## src/core/slc_pkg.sv

```systemverilog
package slc_pkg;

  // ************************************************************
  // register indices on the serial register port
  // ************************************************************
  localparam logic [7:0] SLC_ADDR_HS_MODES   = 8'h00;
  localparam logic [7:0] SLC_ADDR_AUX_MODES  = 8'h01;
  localparam logic [7:0] SLC_ADDR_RX_SET     = 8'h02;
  localparam logic [7:0] SLC_ADDR_TERM_PULSE1 = 8'h03;
  localparam logic [7:0] SLC_ADDR_TERM_PULSE2 = 8'h04;
  localparam logic [7:0] SLC_ADDR_EQ1        = 8'h05;
  localparam logic [7:0] SLC_ADDR_EQ2        = 8'h06;
  localparam logic [7:0] SLC_ADDR_TX_SET     = 8'h07;

  // ************************************************************
  // field positions
  // ************************************************************
  localparam int SLC_MODE_EN_BIT    = 6;
  localparam int SLC_MODE_SM_LSB    = 4;
  localparam int SLC_MODE_CH_LSB    = 0;
  localparam int SLC_RX_TERM_BIT    = 0;
  localparam int SLC_OUTPUT_PREEMPH_LEVEL_LSB      = 2;
  localparam int SLC_TX_TERM_BIT    = 1;
  localparam int SLC_TX_CUR_BIT     = 0;
  localparam logic [1:0] SLC_SM_QUAD    = 2'h0;
  localparam logic [1:0] SLC_SM_ILLEGAL = 2'h3;

  // ************************************************************
  // reset values
  // ************************************************************
  localparam logic [7:0] SLC_RST_HS_MODES  = 8'h00;
  localparam logic [7:0] SLC_RST_AUX_MODES = 8'h40;
  localparam logic [7:0] SLC_RST_RX_SET    = 8'h01;
  localparam logic [7:0] SLC_RST_PULSE     = 8'h00;
  localparam logic [7:0] SLC_RST_EQ        = 8'h00;
  localparam logic [7:0] SLC_RST_TX_SET    = 8'h00;

  // ************************************************************
  // timing
  // ************************************************************
  localparam int SLC_CLK_KHZ       = 25000;
  localparam int SLC_TERM_PULSE_MS = 100;
  localparam int SLC_TERM_PULSE_CYC = SLC_CLK_KHZ * SLC_TERM_PULSE_MS;
  localparam int SLC_CHANNELS      = 16;

  // ************************************************************
  // carriers
  // ************************************************************
  typedef struct packed {
    logic       switch_enable;
    logic [1:0] source_sel;
    logic       eq_level;
    logic [1:0] preemph_field;
    logic       output_term;
    logic       output_current;
  } slc_strap_t;

  typedef struct packed {
    logic        hs_enable;
    logic [1:0]  hs_mode;
    logic [3:0]  hs_source;
    logic        aux_enable;
    logic [1:0]  aux_mode;
    logic [3:0]  aux_source;
    logic [15:0] input_eq_level;
    logic [1:0]  output_preemph_level;
    logic        output_term_enable;
    logic        output_current_sel;
  } slc_cfg_t;

endpackage

```

## src/core/slc_pulse_timer.sv

```systemverilog
`timescale 1ns/1ps
`default_nettype none

module slc_pulse_timer
  import slc_pkg::*;
#(
  parameter int LEN_CYC = SLC_TERM_PULSE_CYC,
  parameter int CNT_W   = 22
)
(
  // clock and reset
  input  wire logic clk_sys_i,
  input  wire logic rst_i,
  // control
  input  wire logic trig_i,
  output logic      active_o
);

  logic [CNT_W-1:0] cnt_reg;
  logic [CNT_W-1:0] cnt_next;
  logic             active_reg;
  logic             active_next;

  // ************************************************************
  // disconnect window counter, restarted by every trigger
  // ************************************************************
  always_comb
  begin
    cnt_next    = cnt_reg;
    active_next = active_reg;
    if (trig_i)
    begin
      cnt_next    = CNT_W'(LEN_CYC - 1);
      active_next = 1'b1;
    end
    else if (active_reg)
    begin
      if (cnt_reg == '0)
      begin
        active_next = 1'b0;
      end
      else
      begin
        cnt_next = cnt_reg - CNT_W'(1);
      end
    end
  end

  // state registers
  always_ff @(posedge clk_sys_i)
  begin
    if (rst_i)
    begin
      cnt_reg    <= '0;
      active_reg <= 1'b0;
    end
    else
    begin
      cnt_reg    <= cnt_next;
      active_reg <= active_next;
    end
  end

  assign active_o = active_reg;

endmodule

`default_nettype wire

```

## src/core/slc_config_regs.sv

```systemverilog
// How it works
// - termination select 0 disconnects inputs; 1 connects, subject to pulsing.
// - channel with pulse bit 1 loses termination 100 ms per high speed source switch.
// - pulse vector bits 0-3 B0-B3, 4-7 A0-A3, 8-11 C3-C0, 12-15 D3-D0.
// - equalization bit 0 gives 6 dB, 1 gives 12 dB for its channel.
// - equalization vector uses the same channel order as the pulse vector.
// - two-bit pre-emphasis field sets 0, 2, 4 or 6 dB on all outputs.
// - output termination bit: 0 removes, 1 connects, for all outputs.
// - output current bit: 0 gives 10 mA, 1 gives 20 mA, all outputs.
// - registers load from strap pin levels through a two-flop synchroniser.
// - straps apply only after reset until the first serial register access.
// - strap mode: enable bit 6 from strap, bits 5-2 zero, 1-0 source straps.
// - strap mode: auxiliary enable 1, mode zero, source from source straps.
// - first pulse register holds A and B bits; straps keep termination on.
// - one equalization strap drives every input channel.
// - straps disable pulse-on-switch on all channels.
// - strap source 00 A, 01 B, 10 C, 11 D to outputs.
`timescale 1ns/1ps
`default_nettype none

module slc_config_regs
  import slc_pkg::*;
#(
  parameter int TERM_PULSE_CYC = SLC_TERM_PULSE_CYC,
  parameter int TIMER_W        = 22
)
(
  // clock and reset
  input  wire logic        clk_sys_i,
  input  wire logic        rst_i,
  // register port from the serial control engine
  input  wire logic [7:0]  reg_addr_i,
  input  wire logic        reg_wr_i,
  input  wire logic        reg_rd_i,
  input  wire logic [7:0]  reg_wdata_i,
  output logic [7:0]       reg_rdata_o,
  // strap pins
  input  wire logic        strap_switch_enable_i,
  input  wire logic [1:0]  strap_source_sel_i,
  input  wire logic        strap_eq_level_i,
  input  wire logic [1:0]  strap_preemph_field_i,
  input  wire logic        strap_output_term_i,
  input  wire logic        strap_output_current_i,
  // configuration to the switch and front ends
  output slc_cfg_t         cfg_o,
  output logic [15:0]      input_term_on_o,
  output logic             strap_phase_o
);

  // ************************************************************
  // strap synchroniser
  // ************************************************************
  slc_strap_t strap_meta_reg;
  slc_strap_t strap_sync_reg;
  slc_strap_t strap_pins;

  // pin group packed for the two-stage synchroniser
  assign strap_pins = '{switch_enable:  strap_switch_enable_i,
                        source_sel:     strap_source_sel_i,
                        eq_level:       strap_eq_level_i,
                        preemph_field:  strap_preemph_field_i,
                        output_term:    strap_output_term_i,
                        output_current: strap_output_current_i};

  // two flops before any use
  always_ff @(posedge clk_sys_i)
  begin
    if (rst_i)
    begin
      strap_meta_reg <= '0;
      strap_sync_reg <= '0;
    end
    else
    begin
      strap_meta_reg <= strap_pins;
      strap_sync_reg <= strap_meta_reg;
    end
  end

  // ************************************************************
  // register file
  // ************************************************************
  logic [7:0] hs_modes_reg;
  logic [7:0] hs_modes_next;
  logic [7:0] aux_modes_reg;
  logic [7:0] aux_modes_next;
  logic [7:0] rx_set_reg;
  logic [7:0] rx_set_next;
  logic [7:0] pulse1_reg;
  logic [7:0] pulse1_next;
  logic [7:0] pulse2_reg;
  logic [7:0] pulse2_next;
  logic [7:0] eq1_reg;
  logic [7:0] eq1_next;
  logic [7:0] eq2_reg;
  logic [7:0] eq2_next;
  logic [7:0] tx_set_reg;
  logic [7:0] tx_set_next;
  logic [7:0] rdata_reg;
  logic [7:0] rdata_next;
  logic       strap_phase_reg;
  logic       strap_phase_next;
  logic       any_access;

  assign any_access = reg_wr_i | reg_rd_i;

  // next register values: strap load, then serial writes
  always_comb
  begin
    hs_modes_next    = hs_modes_reg;
    aux_modes_next   = aux_modes_reg;
    rx_set_next      = rx_set_reg;
    pulse1_next      = pulse1_reg;
    pulse2_next      = pulse2_reg;
    eq1_next         = eq1_reg;
    eq2_next         = eq2_reg;
    tx_set_next      = tx_set_reg;
    strap_phase_next = strap_phase_reg;
    if (any_access)
    begin
      strap_phase_next = 1'b0;
    end
    if (strap_phase_reg && !any_access)
    begin
      hs_modes_next  = {1'b0, strap_sync_reg.switch_enable, 4'h0,
                        strap_sync_reg.source_sel};
      aux_modes_next = {1'b0, 1'b1, 4'h0, strap_sync_reg.source_sel};
      rx_set_next    = SLC_RST_RX_SET;
      pulse1_next    = 8'h00;
      pulse2_next    = 8'h00;
      eq1_next       = {8{strap_sync_reg.eq_level}};
      eq2_next       = {8{strap_sync_reg.eq_level}};
      tx_set_next    = {4'h0, strap_sync_reg.preemph_field,
                        strap_sync_reg.output_term, strap_sync_reg.output_current};
    end
    if (reg_wr_i)
    begin
      case (reg_addr_i)
        SLC_ADDR_HS_MODES:    hs_modes_next = {1'b0, reg_wdata_i[6:0]};
        SLC_ADDR_AUX_MODES:
        begin
          aux_modes_next = {1'b0, reg_wdata_i[6:0]};
          // illegal mode code keeps the old mode
          if (reg_wdata_i[SLC_MODE_SM_LSB +: 2] == SLC_SM_ILLEGAL)
          begin
            aux_modes_next[SLC_MODE_SM_LSB +: 2] = aux_modes_reg[SLC_MODE_SM_LSB +: 2];
          end
        end
        SLC_ADDR_RX_SET:      rx_set_next = {7'h00, reg_wdata_i[SLC_RX_TERM_BIT]};
        SLC_ADDR_TERM_PULSE1: pulse1_next = reg_wdata_i;
        SLC_ADDR_TERM_PULSE2: pulse2_next = reg_wdata_i;
        SLC_ADDR_EQ1:         eq1_next = reg_wdata_i;
        SLC_ADDR_EQ2:         eq2_next = reg_wdata_i;
        SLC_ADDR_TX_SET:      tx_set_next = {4'h0, reg_wdata_i[3:0]};
        default:              hs_modes_next = hs_modes_reg;
      endcase
    end
  end

  // read data, unmapped indices read zero
  always_comb
  begin
    rdata_next = rdata_reg;
    if (reg_rd_i)
    begin
      case (reg_addr_i)
        SLC_ADDR_HS_MODES:    rdata_next = hs_modes_reg;
        SLC_ADDR_AUX_MODES:   rdata_next = aux_modes_reg;
        SLC_ADDR_RX_SET:      rdata_next = rx_set_reg;
        SLC_ADDR_TERM_PULSE1: rdata_next = pulse1_reg;
        SLC_ADDR_TERM_PULSE2: rdata_next = pulse2_reg;
        SLC_ADDR_EQ1:         rdata_next = eq1_reg;
        SLC_ADDR_EQ2:         rdata_next = eq2_reg;
        SLC_ADDR_TX_SET:      rdata_next = tx_set_reg;
        default:              rdata_next = 8'h00;
      endcase
    end
  end

  // register stage
  always_ff @(posedge clk_sys_i)
  begin
    if (rst_i)
    begin
      hs_modes_reg    <= SLC_RST_HS_MODES;
      aux_modes_reg   <= SLC_RST_AUX_MODES;
      rx_set_reg      <= SLC_RST_RX_SET;
      pulse1_reg      <= SLC_RST_PULSE;
      pulse2_reg      <= SLC_RST_PULSE;
      eq1_reg         <= SLC_RST_EQ;
      eq2_reg         <= SLC_RST_EQ;
      tx_set_reg      <= SLC_RST_TX_SET;
      rdata_reg       <= 8'h00;
      strap_phase_reg <= 1'b1;
    end
    else
    begin
      hs_modes_reg    <= hs_modes_next;
      aux_modes_reg   <= aux_modes_next;
      rx_set_reg      <= rx_set_next;
      pulse1_reg      <= pulse1_next;
      pulse2_reg      <= pulse2_next;
      eq1_reg         <= eq1_next;
      eq2_reg         <= eq2_next;
      tx_set_reg      <= tx_set_next;
      rdata_reg       <= rdata_next;
      strap_phase_reg <= strap_phase_next;
    end
  end

  // ************************************************************
  // source switch detection and disconnect timer
  // ************************************************************
  logic [3:0] src_prev_reg;
  logic [3:0] src_prev_next;
  logic       src_switch;
  logic       disc_active;

  // a change of the high speed source field is a switch
  always_comb
  begin
    src_prev_next = hs_modes_reg[SLC_MODE_CH_LSB +: 4];
    src_switch    = (src_prev_reg != hs_modes_reg[SLC_MODE_CH_LSB +: 4]);
  end

  // previous source
  always_ff @(posedge clk_sys_i)
  begin
    if (rst_i)
    begin
      src_prev_reg <= 4'h0;
    end
    else
    begin
      src_prev_reg <= src_prev_next;
    end
  end

  slc_pulse_timer #(
    .LEN_CYC (TERM_PULSE_CYC),
    .CNT_W   (TIMER_W)
  ) u_pulse_timer (
    .clk_sys_i (clk_sys_i),
    .rst_i     (rst_i),
    .trig_i    (src_switch),
    .active_o  (disc_active)
  );

  // ************************************************************
  // per-channel input termination
  // ************************************************************
  logic [15:0] pulse_vec;
  logic [15:0] term_on_reg;
  logic [15:0] term_on_next;

  assign pulse_vec = {pulse2_reg, pulse1_reg};

  genvar ch;
  generate
    for (ch = 0; ch < SLC_CHANNELS; ch++)
    begin : g_term
      // pulse bit 1 opens the channel during the window
      always_comb
      begin
        term_on_next[ch] = rx_set_reg[SLC_RX_TERM_BIT] &
                           ~(pulse_vec[ch] & disc_active);
      end
    end
  endgenerate

  // registered termination drive
  always_ff @(posedge clk_sys_i)
  begin
    if (rst_i)
    begin
      term_on_reg <= 16'h0000;
    end
    else
    begin
      term_on_reg <= term_on_next;
    end
  end

  // ************************************************************
  // outputs
  // ************************************************************
  assign input_term_on_o = term_on_reg;
  assign reg_rdata_o     = rdata_reg;
  assign strap_phase_o   = strap_phase_reg;

  // configuration fields straight from registers
  always_comb
  begin
    cfg_o.hs_enable            = hs_modes_reg[SLC_MODE_EN_BIT];
    cfg_o.hs_mode              = hs_modes_reg[SLC_MODE_SM_LSB +: 2];
    cfg_o.hs_source            = hs_modes_reg[SLC_MODE_CH_LSB +: 4];
    cfg_o.aux_enable           = aux_modes_reg[SLC_MODE_EN_BIT];
    cfg_o.aux_mode             = aux_modes_reg[SLC_MODE_SM_LSB +: 2];
    cfg_o.aux_source           = aux_modes_reg[SLC_MODE_CH_LSB +: 4];
    cfg_o.input_eq_level       = {eq2_reg, eq1_reg};
    cfg_o.output_preemph_level = tx_set_reg[SLC_OUTPUT_PREEMPH_LEVEL_LSB +: 2];
    cfg_o.output_term_enable   = tx_set_reg[SLC_TX_TERM_BIT];
    cfg_o.output_current_sel   = tx_set_reg[SLC_TX_CUR_BIT];
  end

endmodule

`default_nettype wire

```

## config.mk

```make
export PLATFORM = sky130hd
export DESIGN_NAME = slc_config_regs
export DESIGN_NICKNAME = d
export VERILOG_FILES = /design/src/core/slc_pkg.sv /design/src/core/slc_pulse_timer.sv /design/src/core/slc_config_regs.sv
export SDC_FILE = /design/constraint.sdc
export NUM_CORES = 1
export LEC_CHECK = 0
export BUFFER_PORTS_ARGS = -buffer_cell sky130_fd_sc_hd__buf_2
export CORE_MARGIN = 2
export CORE_UTILIZATION = 60
export CTS_CLUSTER_DIAMETER = 120
export DETAILED_ROUTE_END_ITERATION = 12
export PLACE_DENSITY = 0.83
export SETUP_SLACK_MARGIN = 0.4
export SLEW_MARGIN = 20
export SYNTH_ARGS = -nofsm -noshare
export SYNTH_HDL_FRONTEND = slang
export SYNTH_HIERARCHICAL = 1
export SYNTH_SLANG_ARGS = --single-unit
```

## constraint.sdc

```tcl
create_clock -name clk_sys_i -period 3.8 [get_ports clk_sys_i]
set_clock_uncertainty 0.1 [all_clocks]
set_input_delay 0 -clock clk_sys_i [delete_from_list [all_inputs] [get_ports clk_sys_i]]
set_output_delay 0 -clock clk_sys_i [all_outputs]
set_load 0.03 [all_outputs]
```

==> flow_metrics.py <==
metrics = {
    "outcome": {
        "status": "completed",
    },
    "cells_and_area": {
        "drive_gt1_share_pct": 20.48,
        "utilization_pct": 75.21,
        "nets": 720,
        "diodes": 0,
        "largest_register_ffs": 22,
        "area_growth_pct": 21.11,
        "final_cell_area_um2": 6949,
    },
    "drt": {
        "wl_um": 16780,
        "via_per_inst": 6.447,
        "vias": 5364,
        "ant_nets": 0,
        "wl_per_cell_um": 20.16,
        "drc": 0,
        "dr.first_iter.drc_count": 449,
        "firstDrtPassIters": 5,
    },
    "die": {
        "dieArea_um2": 10360,
        "start_util_pct": 62.10,
        "chipHeight_um": 101.8,
        "io_pins": 87,
        "core_um2": 9240,
        "rows": 35,
        "fp.dieW_um": 101.8,
    },
    "sta": {
        "holdWs_ns": 0.04816,
        "setup_tns_ns": 0,
        "timing.fmax_mhz": 302.6,
        "slew_headroom_pct": 29.72,
        "rsz0062_at_grt": "false",
        "setup_viol": 0,
        "layout_setup_ws_ns": 0.4954,
        "fin_crit_ns": 3.305,
        "finalMaxSlewViolations": 0,
        "period_share_pct": 86.96,
        "tightestPinTransition_ns": 1.046,
        "finalHoldViolCount": 0,
    },
    "setup_path": {
        "max_stage_delay_ns": 0.99,
        "worstPathMaxFanout": 10,
        "crit_family": "buffers and inverters",
        "cpMostUsedCell": "dlygate4sd3_1",
        "required_ns": 4.16,
        "critPathArrivalTime_ns": 3.67,
        "crit_slowest_cell": "dlygate4sd3_1",
        "setup.worst_path.start_class": "input pin",
        "critPathBufInv": 5,
        "end_kind": "flop",
        "path_class": "in2reg",
        "crit_chain": "dlygate4sd3_1 > buf_2 > nor3_4 > dlygate4sd3_1 > and3_1 > nand2_1 > dlygate4sd3_1 > a21oi_1 > dlygate4sd3_1",
    },
    "global_routing": {
        "antenna_found_initial": 0,
        "grt_pass1_vias": 4984,
        "grt_max_degree": 52,
        "grtUsageTotal_pct": 32.99,
        "overflow": 0,
        "grt_pass1_wl_um": 26170,
    },
    "clock_network": {
        "cts_buffer_depth": 2,
        "cts_made_buffers": 17,
        "tritoncts": "yes",
        "clockRootBuffer": "clkbuf_8",
        "insertion_delay_ns": 0.52,
        "cts_setup_buffers": 0,
        "h-tree-depth": 4,
        "cts_sinks": 132,
        "clk_pin_slew_ns": 0.06,
    },
    "pwr": {
        "p_seq_share_pct": 41.0,
        "combPwrFrac_pct": 13.0,
        "power.density_nw_per_um2": 518.1,
        "ir_drop_mv": 0.3121,
        "pwr-share-clk_pct": 46.0,
        "power.switching_uw": 985.8,
        "p_int_uw": 2615,
        "p_leak_uw": 0.002775,
        "sw_frac_of_total_pct": 27.38,
    },
    "yosys": {
        "yosysTopAreaCell": "dfxtp_1",
        "syn_area_per_cell_um2": 9.407,
        "synthFlopType": "dfxtp_1",
        "yosys.area_share.adder_pct": 0.4361,
        "synth-compound-area-share_pct": 15.59,
        "synth-seq-cells": 132,
        "syn_nets": 640,
        "synth-async-reset-ratio_pct": 0,
        "netlist_area_um2": 5738,
        "synthMuxAreaShare_pct": 7.676,
        "synth_most_common_cell": "dfxtp_1",
        "synthTopCellsByArea": "dfxtp_1 (46%), a21oi_1 (4.6%), mux2i_1 (4.5%)",
        "synth_cell_types": 53,
        "synth-simple-area-share_pct": 23.46,
        "synth_edf_count": 0,
        "synth_top_family_by_area": "simple AND/OR/NAND/NOR gates",
        "synthXorXnorAreaFrac_pct": 0.6106,
        "synthTopCellsByCount": "dfxtp_1 (132), a21oi_1 (53), nor2_1 (36), nand3_1 (31), nand2_1 (29)",
        "yosysWarningCount": 6,
        "synth-seq-area-share_pct": 46.05,
        "synth_top_area_share_pct": 46.05,
        "syn_inst": 610,
    },
    "job": {
        "maxCapViolations": 0,
    },
    "min_path": {
        "hp-class": "in2reg",
    },
    "place": {
        "io_buffer_count": 86,
        "placed_cell_area_um2": 6023,
        "dp_slack_ns": 1.389,
        "gp_congestion": 0.9238,
        "dp_hpwl_um": 10200,
    },
}
worst reg2reg max path, delay by kind of cell, from the launching register on:
kind             cells  cell delay, ns
AND/OR/NAND/NOR      3            1.36
flip-flops           1            0.89
AO/OA/AOI/OAI        1            0.21
metal layers:
layer / GRT usage (%) / wire length [um] / up-vias
met3: 8.351 / 1752 / 55
met2: 51.01 / 7849 / 396
met1: 43.09 / 6586 / 2513
met5: 0 / 0 / -
met4: 16.11 / 587 / 0
li1: - / - / 2400
cells by family (layout without fill, tap and decap cells):
family                     after synthesis  in the layout
buffers and inverters                   67            160
adders and majority gates                2              2
xor gates and xnor gates                 4              4
DFF                                    132            132
AOI/OAI and AO/OA                      143            143
and+or+nand+nor                        228            228
muxes                                   34             34
final timing paths:
kind | cells past startpoint | endpoint | startpoint | slack, ns
max | 9 | pulse2_reg[2] | reg_addr_i[4] | 0.50
min | 5 | aux_modes_reg[4] | reg_addr_i[3] | 0.05
max reg2reg | 4 | u_pulse_timer/cnt_reg[17] | u_pulse_timer/active_o | 1.17
min reg2reg | 1 | strap_sync_reg[6] | strap_meta_reg[6] | 0.34
cell type report:
type / instances / area (um^2)
Multi-Input combinational cell: 411 / 2744
Sequential cell: 132 / 2643
Fill cell: 625 / 2291
Timing Repair Buffer: 120 / 765.7
Clock buffer: 19 / 431.7
Clock inverter: 13 / 173.9
Tap cell: 129 / 161.4
Inverter: 8 / 30.03
through the flow:
step	std cells	power, uW
floorplan	610	1831
global placement	768	1919
detailed placement	768	1929
CTS	832	3589
global route	832	3711
finish	832	3601
cell usage in the layout, fill, tap and decap left out, drive strengths merged, types with 5 or more instances in the layout:
cell,Yosys,layout
nor2,37,37
nor3b,7,7
buf,37,88
nor4b,6,6
nand2b,6,6
mux2i,26,26
and2,12,12
nand2,29,29
nor3,9,9
inv,8,12
or4,8,8
o31ai,7,7
dfxtp,132,132
nor4,12,12
nand4,12,12
a21oi,53,53
a41o,5,5
clkbuf,22,19
and3,11,11
a211oi,27,27
dlygate4sd3,0,32
o21ai,29,29
nor2b,22,22
a31oi,5,5
a22oi,8,8
or3,12,12
mux4,8,8
nand3,33,33
power by group through the flow:
stage	clock, uW	combinational, uW	sequential, uW
3_5_place_dp	0	426	1500
6_report	1660	468	1480
5_1_grt	1730	506	1480
3_3_place_gp	0	419	1500
4_1_cts	1660	453	1470
2_1_floorplan	0	318	1510
repair_timing:
item	4_1_cts	5_1_grt
gates resized for setup	0	0
hold buffers	32	0
endpoints found under the hold margin	70	0
Power figures use the tool's default switching activity.
